## config.mk

```make
export PLATFORM = sky130hd
export DESIGN_NAME = adc_ctrl
export DESIGN_NICKNAME = d
export VERILOG_FILES = /design/src/adc_pkg.sv /design/src/adc_ctrl.sv
export SDC_FILE = /design/constraint.sdc
export NUM_CORES = 1
export LEC_CHECK = 0
export BUFFER_PORTS_ARGS = -buffer_cell sky130_fd_sc_hd__buf_2
export CAP_MARGIN = 20
export CORE_MARGIN = 10
export CORE_UTILIZATION = 35
export DETAILED_ROUTE_END_ITERATION = 10
export GPL_TIMING_DRIVEN = 1
export HOLD_SLACK_MARGIN = 0.02
export REMOVE_ABC_BUFFERS = 1
export SLEW_MARGIN = 0
export SYNTH_ARGS = -nofsm -noshare
export SYNTH_HDL_FRONTEND = slang
export SYNTH_SLANG_ARGS = --single-unit
```

## constraint.sdc

```tcl
create_clock -name aclk -period 3.9 [get_ports aclk]
set_clock_uncertainty 0.2 [all_clocks]
set_input_delay 1.17 -clock aclk [delete_from_list [all_inputs] [get_ports aclk]]
set_output_delay 1.17 -clock aclk [all_outputs]
set_load 0.005 [all_outputs]
```

## src/adc_pkg.sv

```systemverilog
// Shared constants and types of the converter control block.
package adc_pkg;
   // Bus address width; registers sit at byte address four times their index.
   localparam int ADC_AW = 10;
   // Register indices.
   localparam logic [7:0] ADC_IDX_INTCTL = 8'h0B;
   localparam logic [7:0] ADC_IDX_FLAGS  = 8'h0C;
   localparam logic [7:0] ADC_IDX_RESH   = 8'h1E;
   localparam logic [7:0] ADC_IDX_CTRL   = 8'h1F;
   localparam logic [7:0] ADC_IDX_ENAB   = 8'h8C;
   localparam logic [7:0] ADC_IDX_RESL   = 8'h9E;
   localparam logic [7:0] ADC_IDX_ASEL   = 8'h9F;
   localparam logic [7:0] ADC_IDX_STAT   = 8'hA0;
   localparam logic [7:0] ADC_IDX_MASK   = 8'hA1;
   // Values after reset.
   localparam logic [7:0] ADC_RST_INTCTL = 8'h00;
   localparam logic [7:0] ADC_RST_FLAGS  = 8'h00;
   localparam logic [7:0] ADC_RST_CTRL   = 8'h00;
   localparam logic [7:0] ADC_RST_ENAB   = 8'h00;
   localparam logic [7:0] ADC_RST_ASEL   = 8'h0F;
   localparam logic [1:0] ADC_RST_STAT   = 2'h0;
   localparam logic [1:0] ADC_RST_MASK   = 2'h0;
   // Implemented bits of the flag, control and analog select registers.
   localparam logic [7:0] ADC_IMP_FLAGS  = 8'hC9;
   localparam logic [7:0] ADC_IMP_CTRL   = 8'hCF;
   localparam logic [7:0] ADC_IMP_ASEL   = 8'h7F;
   // Field positions.
   localparam int ADC_BIT_GLB  = 7;
   localparam int ADC_BIT_PERI = 6;
   localparam int ADC_BIT_IRQF = 6;
   localparam int ADC_BIT_GO   = 1;
   localparam int ADC_BIT_ON   = 0;
   localparam int ADC_ST_DONE  = 0;
   localparam int ADC_ST_ABORT = 1;
   // Conversion resolution.
   localparam int ADC_RES_BITS = 10;
   localparam int ADC_STEPS    = 1024;
   localparam logic [3:0] ADC_LAST_DEC = 4'hA;
   localparam logic [9:0] ADC_MSB_TRIAL = 10'h200;
   // Timing.
   localparam int ADC_CLK_NS   = 25;
   localparam int ADC_RC_NS    = 2000;
   localparam int ADC_RC_CYC   = (ADC_RC_NS + ADC_CLK_NS - 1) / ADC_CLK_NS;
   localparam logic [6:0] ADC_RC_LAST = 7'(ADC_RC_CYC - 1);
   localparam logic [3:0] ADC_INSTR_LAST = 4'h3;
   localparam logic [1:0] ADC_RESP_OKAY   = 2'h0;
   localparam logic [1:0] ADC_RESP_SLVERR = 2'h2;
   typedef struct packed {
      logic       justify;
      logic       vref;
      logic [1:0] unused;
      logic [1:0] chan;
      logic       go;
      logic       on;
   } adc_ctrl_t;
   typedef struct packed {
      logic       unused;
      logic [2:0] clksel;
      logic [3:0] pins;
   } adc_asel_t;
   typedef enum logic [1:0] {
      ADC_IDLE = 2'b00,
      ADC_WAIT = 2'b01,
      ADC_CONV = 2'b11
   } adc_state_t;
endpackage : adc_pkg

```

## src/adc_ctrl.sv

```systemverilog
// Converter control block: sequencing, result layout, sleep handling and registers.
//
// The AXI4-Lite slave port was decided locally.
`timescale 1ns/1ps
`default_nettype none
// Summary of operation
// - Each sample resolves into 1024 steps, a 10-bit result.
// - Conversion survives sleep only with the RC conversion clock selected.
// - With RC clock, start is delayed by one instruction cycle after go.
// - At completion hardware clears go and loads both result registers.
// - Completion in sleep with converter interrupt enabled wakes the device.
// - Completion in sleep with interrupt disabled powers down; on bit stays.
// - Sleep without RC clock aborts conversion and powers down; on bit stays.
// - Reset restores control registers, switches off, aborts any conversion.
// - Reset leaves both result registers unchanged.
// - Unimplemented register bits read as zero.
// - Hold capacitor charge is never cleared between conversions.
// - Writing one to go with on also set starts a conversion; go reads one while running.
module adc_ctrl (
   input  wire logic                       aclk,          // System clock.
   input  wire logic                       aresetn,       // Synchronous reset, low.
   input  wire logic [adc_pkg::ADC_AW-1:0] s_axi_awaddr,  // Write address.
   input  wire logic                       s_axi_awvalid, // Write address valid.
   output logic                            s_axi_awready, // Write address ready.
   input  wire logic [31:0]                s_axi_wdata,   // Write data.
   input  wire logic [3:0]                 s_axi_wstrb,   // Write byte strobes.
   input  wire logic                       s_axi_wvalid,  // Write data valid.
   output logic                            s_axi_wready,  // Write data ready.
   output logic [1:0]                      s_axi_bresp,   // Write response.
   output logic                            s_axi_bvalid,  // Write response valid.
   input  wire logic                       s_axi_bready,  // Write response ready.
   input  wire logic [adc_pkg::ADC_AW-1:0] s_axi_araddr,  // Read address.
   input  wire logic                       s_axi_arvalid, // Read address valid.
   output logic                            s_axi_arready, // Read address ready.
   output logic [31:0]                     s_axi_rdata,   // Read data.
   output logic [1:0]                      s_axi_rresp,   // Read response.
   output logic                            s_axi_rvalid,  // Read data valid.
   input  wire logic                       s_axi_rready,  // Read data ready.
   input  wire logic                       sleep_i,       // Core is asleep.
   input  wire logic                       comp_i,        // Comparator, input above trial.
   output logic                            power_o,       // Analog section powered.
   output logic                            sample_o,      // Sampling switch closed.
   output logic [9:0]                      dac_o,         // Trial code to comparator.
   output logic [1:0]                      chan_o,        // Input channel select.
   output logic                            vref_o,        // Reference select.
   output logic [3:0]                      pins_o,        // Analog pin select.
   output logic                            irq_req_o,     // Core interrupt request.
   output logic                            wake_o,        // Wake pulse.
   output logic                            irq_o          // Status interrupt.
);
   import adc_pkg::*;

   adc_ctrl_t  ctrl_r;
   adc_asel_t  asel_r;
   adc_state_t st_r;
   adc_state_t st_nxt;
   logic [7:0] intctl_r;
   logic [7:0] flags_r;
   logic [7:0] enab_r;
   logic [7:0] resh_r;
   logic [7:0] resl_r;
   logic [1:0] stat_r;
   logic [1:0] mask_r;
   logic [9:0] sar_r;
   logic [3:0] bit_r;
   logic       pdn_r;
   logic [5:0] pre_r;
   logic [6:0] rc_r;
   logic       comp_m_r;
   logic       comp_s_r;
   logic       aw_ok_r;
   logic       w_ok_r;
   logic [7:0] widx_r;
   logic [7:0] wdat_r;
   logic       wstb_r;

   function automatic logic mapped(input logic [7:0] idx);
      mapped = idx inside {ADC_IDX_INTCTL, ADC_IDX_FLAGS, ADC_IDX_RESH,
                           ADC_IDX_CTRL, ADC_IDX_ENAB, ADC_IDX_RESL,
                           ADC_IDX_ASEL, ADC_IDX_STAT, ADC_IDX_MASK};
   endfunction : mapped

   // Bus handshakes and decode.
   wire       aw_hs     = s_axi_awvalid && s_axi_awready;
   wire       w_hs      = s_axi_wvalid && s_axi_wready;
   wire       ar_hs     = s_axi_arvalid && s_axi_arready;
   wire       wr_go     = aw_ok_r && w_ok_r && !s_axi_bvalid;
   wire       aw_ok_nxt = wr_go ? 1'b0 : (aw_ok_r || aw_hs);
   wire       w_ok_nxt  = wr_go ? 1'b0 : (w_ok_r || w_hs);
   wire       rv_nxt    = ar_hs || (s_axi_rvalid && !s_axi_rready);
   wire       wr_w      = wr_go && wstb_r;
   wire       wr_intctl = wr_w && widx_r == ADC_IDX_INTCTL;
   wire       wr_flags  = wr_w && widx_r == ADC_IDX_FLAGS;
   wire       wr_ctrl   = wr_w && widx_r == ADC_IDX_CTRL;
   wire       wr_enab   = wr_w && widx_r == ADC_IDX_ENAB;
   wire       wr_asel   = wr_w && widx_r == ADC_IDX_ASEL;
   wire       wr_mask   = wr_w && widx_r == ADC_IDX_MASK;
   wire [7:0] ridx      = s_axi_araddr[ADC_AW-1:2];
   wire       rd_clr    = ar_hs && ridx == ADC_IDX_STAT;
   // Unimplemented bits are masked at write time, so every read shows them as zero.
   wire [7:0] rmux =
      (ridx == ADC_IDX_INTCTL) ? intctl_r :
      (ridx == ADC_IDX_FLAGS)  ? flags_r :
      (ridx == ADC_IDX_RESH)   ? resh_r :
      (ridx == ADC_IDX_CTRL)   ? ctrl_r :
      (ridx == ADC_IDX_ENAB)   ? enab_r :
      (ridx == ADC_IDX_RESL)   ? resl_r :
      (ridx == ADC_IDX_ASEL)   ? asel_r :
      (ridx == ADC_IDX_STAT)   ? {6'h00, stat_r} :
      (ridx == ADC_IDX_MASK)   ? {6'h00, mask_r} : 8'h00;

   // Conversion clock: one divided tick per conversion step.
   wire [2:0] cs     = asel_r.clksel;
   wire       rc_sel = cs[1:0] == 2'b11;
   wire       div_tick =
      (cs == 3'b000) ? pre_r[0] :
      (cs == 3'b100) ? &pre_r[1:0] :
      (cs == 3'b001) ? &pre_r[2:0] :
      (cs == 3'b101) ? &pre_r[3:0] :
      (cs == 3'b010) ? &pre_r[4:0] : &pre_r[5:0];
   wire       tad_tick = rc_sel ? (rc_r == ADC_RC_LAST) : div_tick;

   // Successive approximation: one trial bit decided per tick, MSB first.
   wire       busy    = st_r != ADC_IDLE;
   wire       running = st_r == ADC_CONV && bit_r != 4'h0;
   wire [9:0] cur_w   = ADC_MSB_TRIAL >> (bit_r - 4'h1);
   wire [9:0] sar_dec = comp_s_r ? sar_r : (sar_r & ~cur_w);
   wire       done_ev = st_r == ADC_CONV && tad_tick && bit_r == ADC_LAST_DEC;
   wire       start_w = wr_ctrl && !busy && wdat_r[ADC_BIT_GO] && wdat_r[ADC_BIT_ON];
   wire       abt_wr  = wr_ctrl && busy && !(wdat_r[ADC_BIT_GO] && wdat_r[ADC_BIT_ON]);
   // Only the RC clock keeps running through sleep, so other sources must abort.
   wire       abt_slp = busy && sleep_i && !rc_sel;
   wire       abort   = abt_wr || abt_slp;
   wire       irq_en  = enab_r[ADC_BIT_IRQF];
   wire       slp_off = done_ev && sleep_i && !irq_en;
   wire [1:0] st_ev   = {abort, done_ev};

   always_comb
   begin
      st_nxt = st_r;
      unique case (st_r)
         ADC_IDLE:
         begin
            if (start_w)
               st_nxt = rc_sel ? ADC_WAIT : ADC_CONV;
         end
         ADC_WAIT:
         begin
            if (bit_r == ADC_INSTR_LAST)
               st_nxt = ADC_CONV;
         end
         ADC_CONV:
         begin
            if (done_ev)
               st_nxt = ADC_IDLE;
         end
         default:
         begin
            st_nxt = ADC_IDLE;
         end
      endcase
      if (abort)
         st_nxt = ADC_IDLE;
   end

   // Comparator comes from the analog side, hence two stages.
   always_ff @(posedge aclk)
   begin
      comp_m_r <= comp_i;
      comp_s_r <= comp_m_r;
   end

   always_ff @(posedge aclk)
   begin
      if (!aresetn)
      begin
         pre_r <= 6'h00;
         rc_r  <= 7'h00;
      end
      else
      begin
         pre_r <= pre_r + 6'h01;
         rc_r  <= (rc_r == ADC_RC_LAST) ? 7'h00 : rc_r + 7'h01;
      end
   end

   always_ff @(posedge aclk)
   begin
      if (!aresetn)
      begin
         st_r  <= ADC_IDLE;
         bit_r <= 4'h0;
         sar_r <= 10'h000;
      end
      else
      begin
         st_r <= st_nxt;
         if (st_nxt != st_r)
            bit_r <= 4'h0;
         else if (st_r == ADC_WAIT || (st_r == ADC_CONV && tad_tick))
            bit_r <= bit_r + 4'h1;
         if (st_r != ADC_CONV)
            sar_r <= 10'h000;
         else if (tad_tick)
            sar_r <= (bit_r == 4'h0) ? ADC_MSB_TRIAL : (sar_dec | (cur_w >> 1));
      end
   end

   // Result registers carry no reset so that a reset keeps the last result.
   always_ff @(posedge aclk)
   begin
      if (aresetn && done_ev)
      begin
         resh_r <= ctrl_r.justify ? {6'h00, sar_dec[9:8]} : sar_dec[9:2];
         resl_r <= ctrl_r.justify ? sar_dec[7:0] : {sar_dec[1:0], 6'h00};
      end
   end

   always_ff @(posedge aclk)
   begin
      if (!aresetn)
      begin
         ctrl_r   <= ADC_RST_CTRL;
         asel_r   <= ADC_RST_ASEL;
         intctl_r <= ADC_RST_INTCTL;
         flags_r  <= ADC_RST_FLAGS;
         enab_r   <= ADC_RST_ENAB;
         mask_r   <= ADC_RST_MASK;
         stat_r   <= ADC_RST_STAT;
         pdn_r    <= 1'b0;
      end
      else
      begin
         if (wr_ctrl)
            ctrl_r <= wdat_r & ADC_IMP_CTRL;
         ctrl_r.go <= st_nxt != ADC_IDLE;
         if (wr_asel)
            asel_r <= wdat_r & ADC_IMP_ASEL;
         if (wr_intctl)
            intctl_r <= wdat_r;
         if (wr_enab)
            enab_r <= wdat_r & ADC_IMP_FLAGS;
         if (wr_mask)
            mask_r <= wdat_r[1:0];
         // A completion in the same cycle as a software clear keeps the flag set.
         flags_r <= (wr_flags ? (wdat_r & ADC_IMP_FLAGS) : flags_r)
                    | {1'b0, done_ev, 6'h00};
         stat_r <= (rd_clr ? 2'h0 : stat_r) | st_ev;
         if (abt_slp || slp_off)
            pdn_r <= 1'b1;
         else if (!sleep_i)
            pdn_r <= 1'b0;
      end
   end

   // Analog side and interrupt outputs.
   always_ff @(posedge aclk)
   begin
      if (!aresetn)
      begin
         power_o   <= 1'b0;
         sample_o  <= 1'b0;
         dac_o     <= 10'h000;
         chan_o    <= 2'h0;
         vref_o    <= 1'b0;
         pins_o    <= 4'h0;
         irq_req_o <= 1'b0;
         wake_o    <= 1'b0;
         irq_o     <= 1'b0;
      end
      else
      begin
         power_o   <= ctrl_r.on && !pdn_r;
         // No discharge step: the hold node keeps its charge into the next sample.
         sample_o  <= ctrl_r.on && !pdn_r && !running;
         dac_o     <= sar_r;
         chan_o    <= ctrl_r.chan;
         vref_o    <= ctrl_r.vref;
         pins_o    <= asel_r.pins;
         irq_req_o <= flags_r[ADC_BIT_IRQF] && irq_en
                      && intctl_r[ADC_BIT_PERI] && intctl_r[ADC_BIT_GLB];
         wake_o    <= done_ev && sleep_i && irq_en;
         irq_o     <= |(stat_r & mask_r);
      end
   end

   // Register bus slave: one write and one read under way at a time.
   always_ff @(posedge aclk)
   begin
      if (!aresetn)
      begin
         aw_ok_r       <= 1'b0;
         w_ok_r        <= 1'b0;
         widx_r        <= 8'h00;
         wdat_r        <= 8'h00;
         wstb_r        <= 1'b0;
         s_axi_awready <= 1'b0;
         s_axi_wready  <= 1'b0;
         s_axi_bvalid  <= 1'b0;
         s_axi_bresp   <= ADC_RESP_OKAY;
         s_axi_arready <= 1'b0;
         s_axi_rvalid  <= 1'b0;
         s_axi_rdata   <= 32'h0000_0000;
         s_axi_rresp   <= ADC_RESP_OKAY;
      end
      else
      begin
         aw_ok_r       <= aw_ok_nxt;
         w_ok_r        <= w_ok_nxt;
         s_axi_awready <= !aw_ok_nxt;
         s_axi_wready  <= !w_ok_nxt;
         if (aw_hs)
            widx_r <= s_axi_awaddr[ADC_AW-1:2];
         if (w_hs)
         begin
            wdat_r <= s_axi_wdata[7:0];
            wstb_r <= s_axi_wstrb[0];
         end
         if (wr_go)
         begin
            s_axi_bvalid <= 1'b1;
            s_axi_bresp  <= mapped(widx_r) ? ADC_RESP_OKAY : ADC_RESP_SLVERR;
         end
         else if (s_axi_bready)
            s_axi_bvalid <= 1'b0;
         s_axi_rvalid  <= rv_nxt;
         s_axi_arready <= !rv_nxt;
         if (ar_hs)
         begin
            s_axi_rdata <= {24'h00_0000, rmux};
            s_axi_rresp <= mapped(ridx) ? ADC_RESP_OKAY : ADC_RESP_SLVERR;
         end
      end
   end
endmodule : adc_ctrl
`default_nettype wire

```

==> results of run 1 <==
==> sequential cells by signal, summed over array words and instances, names as in the netlist, 6 cells and up <==
signal and flops:
rc_r 7, intctl_r 8, ctrl_r 6, widx_r 8, sar_r 10, resh_r 8
resl_r 8, pre_r 6, dac_o 10, s_axi_rdata 8, wdat_r 8
==> metal layers <==
metal  share of wire  vias up  global-route usage
li1                -     2390                   -
met3           0.056       22              0.0392
met4           0.015        0              0.0458
met2            0.46       96               0.208
met5               0        -                   0
met1            0.47     2153               0.159
==> worst max-delay path by stage <==
stage | from | to | slack, ns | cells past startpoint
2_1_floorplan | aresetn | resh_r[0]$_DFFE_PP_ | 0.67 | 2
3_3_place_gp | s_axi_araddr[2] | s_axi_rdata[6]$_SDFFE_PN0P_ | 0.75 | 6
3_5_place_dp | s_axi_araddr[2] | s_axi_rdata[6]$_SDFFE_PN0P_ | 0.75 | 6
4_1_cts | s_axi_araddr[2] | s_axi_rdata[6]$_SDFFE_PN0P_ | 1.18 | 6
5_1_grt | s_axi_araddr[7] | s_axi_rdata[5]$_SDFFE_PN0P_ | 1.00 | 6
6_report | s_axi_araddr[7] | s_axi_rdata[7]$_SDFFE_PN0P_ | 1.15 | 6
==> report_power, final <==
part,total [W],internal (W),switching (W)
sequential,0.00148,0.00145,0.0000265
clock,0.00157,0.000941,0.000628
combinational,0.000148,0.0000574,0.0000902
==> cell families after synthesis <==
| family | Yosys count | synth area share |
|---|---|---|
| multiplexers | 47 | 0.0820 |
| AO/OA/AOI/OAI | 122 | 0.121 |
| buffers and inverters | 72 | 0.0647 |
| flip-flops | 137 | 0.479 |
| other | 1 | 0.000619 |
| AND/OR/NAND/NOR | 268 | 0.218 |
| XOR/XNOR | 8 | 0.0116 |
| adder cells (fa/ha/maj) | 11 | 0.0227 |
==> layout by cell type, fill, tap and decap left out, types with 3 or more instances in the layout <==
cell / instances
buf_2: 70
o2bb2ai_1: 3
and2_1: 27
nor3_1: 8
clkinvlp_4: 3
nand4_1: 4
dfxtp_1: 121
conb_1: 26
nor2b_1: 4
a31oi_1: 4
ha_1: 11
buf_4: 5
a22oi_1: 5
xor2_1: 3
a22o_1: 4
nand3_1: 22
mux2i_1: 44
o21ai_0: 27
nand2_1: 85
or3_1: 5
nand2b_1: 14
inv_1: 11
nor2_1: 68
a2bb2oi_1: 3
xnor2_1: 5
edfxtp_1: 16
nor4_1: 8
a21oi_1: 50
and3_1: 9
a221oi_1: 5
o22ai_1: 5
clkbuf_16: 17
clkinv_2: 5
==> final cells by class <==
class | instances | area, µm²
Clock buffer | 17 | 425
Clock inverter | 15 | 151
Fill cell | 1754 | 10100
Inverter | 13 | 48.8
Multi-Input combinational cell | 482 | 2850
Sequential cell | 137 | 2900
Tap cell | 225 | 282
Timing Repair Buffer | 75 | 388
==> stage by stage <==
stage / total power (W) / worst slack, ns / instance area, µm² / utilization
6_report: 0.00319 / 1.15 / 7050 / 0.412
2_1_floorplan: 0.00158 / 0.673 / 5810 / -
3_5_place_dp: 0.00165 / 0.748 / 6470 / 0.378
4_1_cts: 0.00322 / 1.18 / 7050 / 0.412
3_3_place_gp: 0.00165 / 0.746 / 6470 / 0.378
5_1_grt: 0.00330 / 1.00 / 7050 / 0.412
==> summary.txt, run 1 <==
Run status
  – Status: complete, no violations

Setup path
  – Critical path launch point type: primary input
  – CP Buf/Inv Count: 1
  – Register-to-register setup slack: 1.27 ns
  – CP endpoint kind: flip-flop
  – Worst Path Arrival: 2.84 ns
  – R2R depth: 8
  – Worst R2R Start: pre_r[0]$_SDFF_PN0_
  – Critical Path Slowest Stage Cell: nor4_1
  – Critical R2R Capture: resh_r[0]$_DFFE_PP_
  – Data required, critical path: 4.00 ns
  – Crit Path Class: primary input to flip-flop
  – CP cell instances: buf_2 > nand2b_1 > nor4_1 > o21ai_0 > a221oi_1 > nor2_1
  – Crit-path max cell delay: 0.65 ns
  – Family with the most delay on the worst path: simple AND/OR/NAND/NOR gates
  – Crit path max fanout: 6

Yosys
  – Post-Syn Area: 6050 µm²
  – Area contributors post-synth: dfxtp_1 (40%), edfxtp_1 (7.9%), mux2i_1 (7.3%)
  – Share of synthesized registers carrying an async set or reset: 0
  – Synthesized area per cell: 9.09 µm²
  – Synth unique cells: 58
  – Synth top area share: 0.400
  – Main synth FF type: dfxtp_1
  – Syn Inst Count: 666
  – Most frequent cells after synthesis: dfxtp_1 (121), nand2_1 (85), nor2_1 (68), a21oi_1 (50), mux2i_1 (44)
  – Yosys warns: 0
  – Post-synthesis sequential area ratio: 0.479
  – Cell with the most instances after synthesis: dfxtp_1
  – Yosys top cell by area: dfxtp_1
  – Post-synth EDFFs: 16
  – Yosys reg bits: 137

Clocking
  – CTS sink count: 137
  – Post_cts resized: 0
  – CTS root buffer: clkbuf_16
  – Setup Buffers After CTS: 0
  – H-tree levels: 4
  – Clock transition at path regs: 0.06 ns
  – Max clock buf depth: 2
  – CTS tree: yes
  – CTS buffer count: 17
  – Hold-fix buffers at CTS: 0
  – Worst skew pair latency: 0.42 ns

Floorplanning
  – Die H: 152 µm
  – Die Area: 23000 µm²
  – Core Area: 17100 µm²
  – Chip width: 152 µm
  – Num ports: 128
  – Num rows: 48
  – Initial Utilization: 0.354

Global route
  – Total grt overflow: 0
  – Number of global-route vias before repair: 4537
  – First-pass GRT wire length: 23300 µm
  – Largest net degree at the start of global routing: 41
  – Total GRT Usage: 0.128
  – Initial antenna violation count: 0

Timing
  – Setup violations, final: 0
  – Final Hold Fails: 0
  – FMAX: 364 MHz
  – Worst slew pin tran: 0.808 ns
  – Slew Limit Headroom: 0.456
  – Unrepaired setup endpoints after global routing: no
  – Final TNS setup: 0 ns
  – Slew Viols, Final: 0
  – Tmin final: 2.75 ns
  – Period utilization: 0.704
  – WHS: 0.133 ns

Cells and area
  – Layout cell share with drive strength beyond 1: 0.160
  – Final #Nets: 802
  – ANT cells: 0
  – Fin cells: 964
  – Layout area overhead: 16.5%

Route
  – DRC: 0
  – Vias per inst: 4.84
  – Antenna viol nets, final: 0
  – Wire per inst: 15.3 µm
  – First DRT Iteration DRCs: 225
  – Via Count: 4661
  – 1st-pass router iterations: 4
  – WL final: 14700 µm

Job
  – Maxcap violations: 0

Hold path
  – Worst Hold Endpoint: comp_s_r$_DFF_P_
  – Hold_sp: comp_m_r$_DFF_P_
  – Worst hold path class: flip-flop to flip-flop
  – Hold Crit Depth: 0

Placement
  – I/O Buffers: 70
  – Post-DP HPWL: 10600 µm
  – Cell count after placement: 932
  – RePlAce Congestion: 0.831

Power and ir drop
  – Static Leak: 2.98 nW
  – Pwr dens: 453 nW/µm²
  – VDD IR max: 0.000297 V
(Power assumes the default switching activity.)
==> run 2, diff against run 1 <==
ABC_AREA = 1   (was default)
clock period = 2.6 ns   (was 3.9 ns; I/O delays follow)
==> run 2 against run 1 <==
Largest cell class unchanged. Final cell count up 14%. Critical endpoint is now resh_r[5]$_SDFFCE_PP0P_. Non-clock buffer count rose by 7. Wire length increased by 1.1%.
==> summary.txt, run 2 <==
Run status
  – Status: complete, no violations

Clocking
  – CTS sink count: 137
  – Worst skew pair latency: 0.42 ns
  – Clock transition at path regs: 0.06 ns
  – Post_cts resized: 0
  – CTS root buffer: clkbuf_16
  – Setup Buffers After CTS: 0
  – H-tree levels: 4
  – CTS buffer count: 17
  – Max clock buf depth: 2
  – Hold-fix buffers at CTS: 0
  – CTS tree: yes

Yosys
  – Synth top area share: 0.397
  – Main synth FF type: dfxtp_1
  – Yosys warns: 0
  – Most frequent cells after synthesis: nand2_1 (144), dfxtp_1 (121), inv_1 (94), nor2_1 (92), a21oi_1 (59)
  – Synthesized area per cell: 7.83 µm²
  – Cell with the most instances after synthesis: nand2_1
  – Yosys top cell by area: dfxtp_1
  – Area contributors post-synth: dfxtp_1 (40%), nand2_1 (8.9%), edfxtp_1 (7.9%)
  – Post-Syn Area: 6100 µm²
  – Yosys reg bits: 137
  – Post-synth EDFFs: 16
  – Share of synthesized registers carrying an async set or reset: 0
  – Syn Inst Count: 779
  – Post-synthesis sequential area ratio: 0.476
  – Synth unique cells: 49

Timing
  – Slew Viols, Final: 0
  – Tmin final: 2.39 ns
  – FMAX: 418 MHz
  – Slew Limit Headroom: 0.450
  – Worst slew pin tran: 0.818 ns
  – Final WS setup: 0.209 ns
  – Setup violations, final: 0
  – WHS: 0.127 ns
  – Period utilization: 0.919
  – Unrepaired setup endpoints after global routing: no
  – Final Hold Fails: 0

Placement
  – Placed Area: 6670 µm²
  – I/O Buffers: 70
  – Cell count after placement: 1066
  – Post-place setup slack: 0.117 ns
  – Post-DP HPWL: 11100 µm
  – RePlAce Congestion: 0.912

Route
  – DRC: 0
  – First DRT Iteration DRCs: 319
  – 1st-pass router iterations: 5
  – Vias per inst: 4.56
  – Antenna viol nets, final: 0
  – Via Count: 5002
  – Wire per inst: 13.5 µm
  – WL final: 14900 µm

Cells and area
  – Final #Nets: 936
  – Fillcell total: 1806
  – Post-route cell area: 7300 µm²
  – Layout cell share with drive strength beyond 1: 0.183
  – ANT cells: 0
  – Top Registers: dac_o: 10 flops, sar_r: 10 flops
  – Most frequent cells in the layout: nand2_1 (144), dfxtp_1 (121), inv_1 (94)
  – Most common cell after layout, fill and taps aside: nand2_1
  – Fin cells: 1098
  – Layout area overhead: 19.8%

Floorplanning
  – Initial Utilization: 0.355
  – Chip width: 152 µm
  – Num ports: 128
  – Num rows: 48
  – Core Area: 17200 µm²
  – Die Area: 23100 µm²
  – Die H: 152 µm

Global route
  – First-pass GRT wire length: 24100 µm
  – Number of global-route vias before repair: 4747
  – GR Util met2: 0.201
  – GR peak layer: met2
  – Initial antenna violation count: 0
  – Total GRT Usage: 0.127
  – Total grt overflow: 0
  – Largest net degree at the start of global routing: 73
  – Met3 Use GR: 0.0426
  – GRT met1 Usage: 0.157

Setup path
  – Critical Path End: resh_r[5]$_SDFFCE_PP0P_
  – CP startpoint: pre_r[0]$_SDFF_PN0_
  – R2R depth: 12
  – Register-to-register setup slack: 0.21 ns
  – CP endpoint kind: flip-flop
  – Critical R2R Capture: resh_r[5]$_SDFFCE_PP0P_
  – Critical path launch point type: flip-flop
  – Crit Path Class: flip-flop to flip-flop
  – Worst R2R Start: pre_r[0]$_SDFF_PN0_
  – Crit path max fanout: 16
  – Worst Path Arrival: 2.32 ns
  – Data required, critical path: 2.53 ns

Hold path
  – Worst hold path class: flip-flop to flip-flop

Job
  – Maxcap violations: 0

Power and ir drop
  – Pwr dens: 676 nW/µm²
  – VDD IR max: 0.000468 V
  – Static Leak: 3.32 nW
[run 2: stage by stage]
step	setup TNS (ns)	util	power (W)
5_1_grt	0	0.425	0.00512
6_report	0	0.425	0.00493
3_3_place_gp	0	0.388	0.00249
3_5_place_dp	0	0.388	0.00250
4_1_cts	0	0.424	0.00498
2_1_floorplan	-5.94	-	0.00238
[run 2: report_power, final]
group	switching, W	internal [W]	total, W
clock	0.000926	0.00156	0.00248
combinational	0.000156	0.0000817	0.000237
sequential	0.0000325	0.00218	0.00221
[run 2: kinds of logic (layout without fill, tap and decap cells)]
logic type	after synthesis	in the layout	synth area share
adders and majority gates	11	11	0.0226
xor gates and xnor gates	9	9	0.0172
other	1	26	0.000615
DFF	137	137	0.476
muxes	4	4	0.00657
and+or+nand+nor	311	311	0.227
AOI/OAI and AO/OA	153	153	0.139
buffers and inverters	153	222	0.111
[run 2: metal layers]
metal	vias to the layer above	share of wire
li1	2630	-
met1	2229	0.47
met2	120	0.45
met3	23	0.061
met4	0	0.018
met5	-	0
[run 2: worst min-delay path by stage]
stage	start	depth (start not counted)	end	slack (ns)
2_1_floorplan	comp_m_r$_DFF_P_	0	comp_s_r$_DFF_P_	0.11
3_3_place_gp	comp_m_r$_DFF_P_	0	comp_s_r$_DFF_P_	0.11
3_5_place_dp	comp_m_r$_DFF_P_	0	comp_s_r$_DFF_P_	0.11
4_1_cts	comp_m_r$_DFF_P_	0	comp_s_r$_DFF_P_	0.13
5_1_grt	comp_m_r$_DFF_P_	0	comp_s_r$_DFF_P_	0.13
6_report	comp_m_r$_DFF_P_	0	comp_s_r$_DFF_P_	0.13
[run 2: final cells by class]
class / count / area (µm²) / area share
Clock buffer: 25 / 547 / 0.0749
Clock inverter: 7 / 76.3 / 0.0105
Inverter: 108 / 405 / 0.0555
Multi-Input combinational cell: 514 / 2630 / 0.359
Sequential cell: 137 / 2900 / 0.397
Tap cell: 225 / 282 / 0.0385
Timing Repair Buffer: 82 / 465 / 0.0637
[run 2: critical path, stage by stage, from the launching register on]
cell and delay (ns):
dfxtp_1 0.33, ha_1 0.17, inv_1 0.04, nor2_1 0.10, ha_1 0.15, nand2_1 0.05, nand2_1 0.05, nand2_1 0.06
a21oi_2 0.19, nor2_1 0.07, or3_4 0.33, nor2_1 0.18, buf_12 0.18
==> run 3, diff against run 2 <==
CORE_MARGIN = 4   (was 10)
CORE_UTILIZATION = 55   (was 35)
PLACE_DENSITY = 0.8   (was default)
==> run 3 against run 2 <==
Combinational power about the same. Utilization increased by 23 points. Non-clock buffer count unchanged. Sequential share of layout area grew 0.91 points. Largest power group unchanged.
==> summary.txt, run 3 (synthesized netlist as in run 2, its figures left out) <==
Run status
  – Status: complete, no violations

Cells and area
  – Top Registers: dac_o: 10 flops, sar_r: 10 flops
  – Most common cell after layout, fill and taps aside: nand2_1
  – ANT cells: 0
  – Layout area overhead: 17.1%
  – Most frequent cells in the layout: nand2_1 (144), dfxtp_1 (121), inv_1 (94)
  – Fin cells: 1012
  – Layout cell share with drive strength beyond 1: 0.181
  – Final #Nets: 936

Power and ir drop
  – Static Leak: 3.30 nW
  – VDD IR max: 0.000426 V
  – Sw Pwr: 0.00105 W
  – Internal: 0.00369 W
  – Pwr dens: 663 nW/µm²
  – Clock power share: 0.482
  – Pwr Total: 0.00473 W
  – Reg power frac: 0.468
  – Switching Fraction: 0.221
  – Share of total power in combinational logic: 0.050

Route
  – DRC: 0
  – Vias per inst: 5.15
  – 1st-pass router iterations: 5
  – WL final: 14000 µm
  – Wire per inst: 13.8 µm
  – Via Count: 5216
  – Antenna viol nets, final: 0
  – First DRT Iteration DRCs: 397

Global route
  – Largest net degree at the start of global routing: 73
  – Number of global-route vias before repair: 4941
  – Initial antenna violation count: 0
  – First-pass GRT wire length: 23000 µm
  – Total GRT Usage: 0.225
  – Total grt overflow: 0

Floorplanning
  – Die Area: 12800 µm²
  – Die H: 113 µm
  – Initial Utilization: 0.562
  – Num ports: 128
  – Num rows: 38
  – Chip width: 113 µm
  – Core Area: 10800 µm²

Setup path
  – Critical R2R Capture: resh_r[7]$_SDFFCE_PP0P_
  – Most frequent CP cell: nand2_1
  – Crit path max fanout: 16
  – CP endpoint kind: flip-flop
  – CP Buf/Inv Count: 2
  – Crit Path Class: flip-flop to flip-flop
  – Register-to-register setup slack: 0.20 ns
  – Crit-path max cell delay: 0.34 ns
  – Family with the most delay on the worst path: simple AND/OR/NAND/NOR gates
  – R2R depth: 12
  – Worst R2R Start: pre_r[0]$_SDFF_PN0_
  – Critical Path Slowest Stage Cell: dfxtp_1
  – Worst Path Arrival: 2.43 ns
  – Data required, critical path: 2.63 ns
  – CP cell instances: ha_2 > inv_1 > nor2_1 > ha_1 > nand2_1 > nand2_1 > nand2_1 > a21oi_2 > nor2_1 > or3_4 > nor2_2 > buf_12
  – Critical path launch point type: flip-flop

Clocking
  – H-tree levels: 4
  – CTS buffer count: 17
  – CTS root buffer: clkbuf_8
  – Setup Buffers After CTS: 0
  – CTS sink count: 137
  – Worst skew pair latency: 0.52 ns
  – Clock transition at path regs: 0.06 ns
  – Max clock buf depth: 2
  – CTS tree: yes

Placement
  – Post-DP HPWL: 9640 µm
  – RePlAce Congestion: 0.874
  – Post-place setup slack: 0.129 ns
  – Cell count after placement: 981
  – I/O Buffers: 70

Hold path
  – Worst Hold Endpoint: comp_s_r$_DFF_P_
  – Hold_sp: comp_m_r$_DFF_P_
  – Hold Crit Depth: 0
  – Worst hold path class: flip-flop to flip-flop

Timing
  – Slew Limit Headroom: 0.463
  – Worst slew pin tran: 0.799 ns
  – WHS: 0.125 ns
  – Setup violations, final: 0
  – Slew Viols, Final: 0
  – FMAX: 417 MHz
  – Final WS setup: 0.202 ns
  – Period utilization: 0.922
  – Unrepaired setup endpoints after global routing: no
  – Tmin final: 2.40 ns
  – Final Hold Fails: 0

Job
  – Maxcap violations: 0
-- run 3: cell types whose count changed in the layout (fill, tap and decap cells not counted), sizes merged --
cell / previous run / this run
clkbuf: 25 / 24
clkinvlp: 3 / 0
inv: 107 / 105
clkinv: 4 / 9
-- run 3: through the flow --
stage	setup TNS [ns]	utilization	area (µm²)
2_1_floorplan	-5.94	-	5920
3_3_place_gp	0	0.605	6560
3_5_place_dp	0	0.605	6560
4_1_cts	0	0.657	7130
5_1_grt	0	0.659	7140
6_report	0	0.659	7140
-- run 3: layer usage --
layer,up-vias,GRT usage,routed length [µm]
met4,0,0.0889,367
met5,-,0,0
li1,2636,-,-
met3,29,0.0551,830
met1,2368,0.280,6060
met2,183,0.376,6730
-- run 3: repair_timing --
item                                    in CTS  in global routing
hold buffers                                 0                  0
endpoints found under the setup margin       0                 20
resized for setup                            0                  5
-- run 3: layout make-up --
cell class	instances	area, µm²
repair buffers	82	469
well taps	140	175
inverters	108	405
clock buffers	24	503
multi-input cells	514	2620
flip-flops and latches	137	2900
clock inverters	7	63.8
fillers	866	3700
-- run 3: worst max path at each step --
stage	start	to	slack, ns	cells after the start
detailed placement	pre_r[0]$_SDFF_PN0_	resl_r[1]$_SDFFCE_PN0P_	0.13	12
global placement	pre_r[0]$_SDFF_PN0_	resl_r[0]$_SDFFCE_PN0P_	0.18	12
floorplan	pre_r[0]$_SDFF_PN0_	resh_r[0]$_DFFE_PP_	-0.37	11
finish	pre_r[0]$_SDFF_PN0_	resh_r[7]$_SDFFCE_PP0P_	0.20	12
CTS	pre_r[1]$_SDFF_PN0_	resh_r[7]$_SDFFCE_PP0P_	0.07	12
global route	pre_r[1]$_SDFF_PN0_	bit_r[2]$_SDFFE_PP0P_	0.004	17
-- run 3: power by group through the flow --
stage	Clock, W	Sequential (W)	Combinational [W]
3_5_place_dp	0	0.00226	0.000232
5_1_grt	0.00241	0.00222	0.000269
6_report	0.00228	0.00221	0.000236
3_3_place_gp	0	0.00226	0.000228
2_1_floorplan	0	0.00225	0.000130
4_1_cts	0.00229	0.00221	0.000234
-- run 3: worst register-to-register path: stages (launching register included) --
cell	delay, ns
dfxtp_1	0.34
ha_2	0.20
inv_1	0.04
nor2_1	0.10
ha_1	0.16
nand2_1	0.05
nand2_1	0.05
nand2_1	0.06
a21oi_2	0.17
nor2_1	0.08
or3_4	0.33
nor2_2	0.15
buf_12	0.17
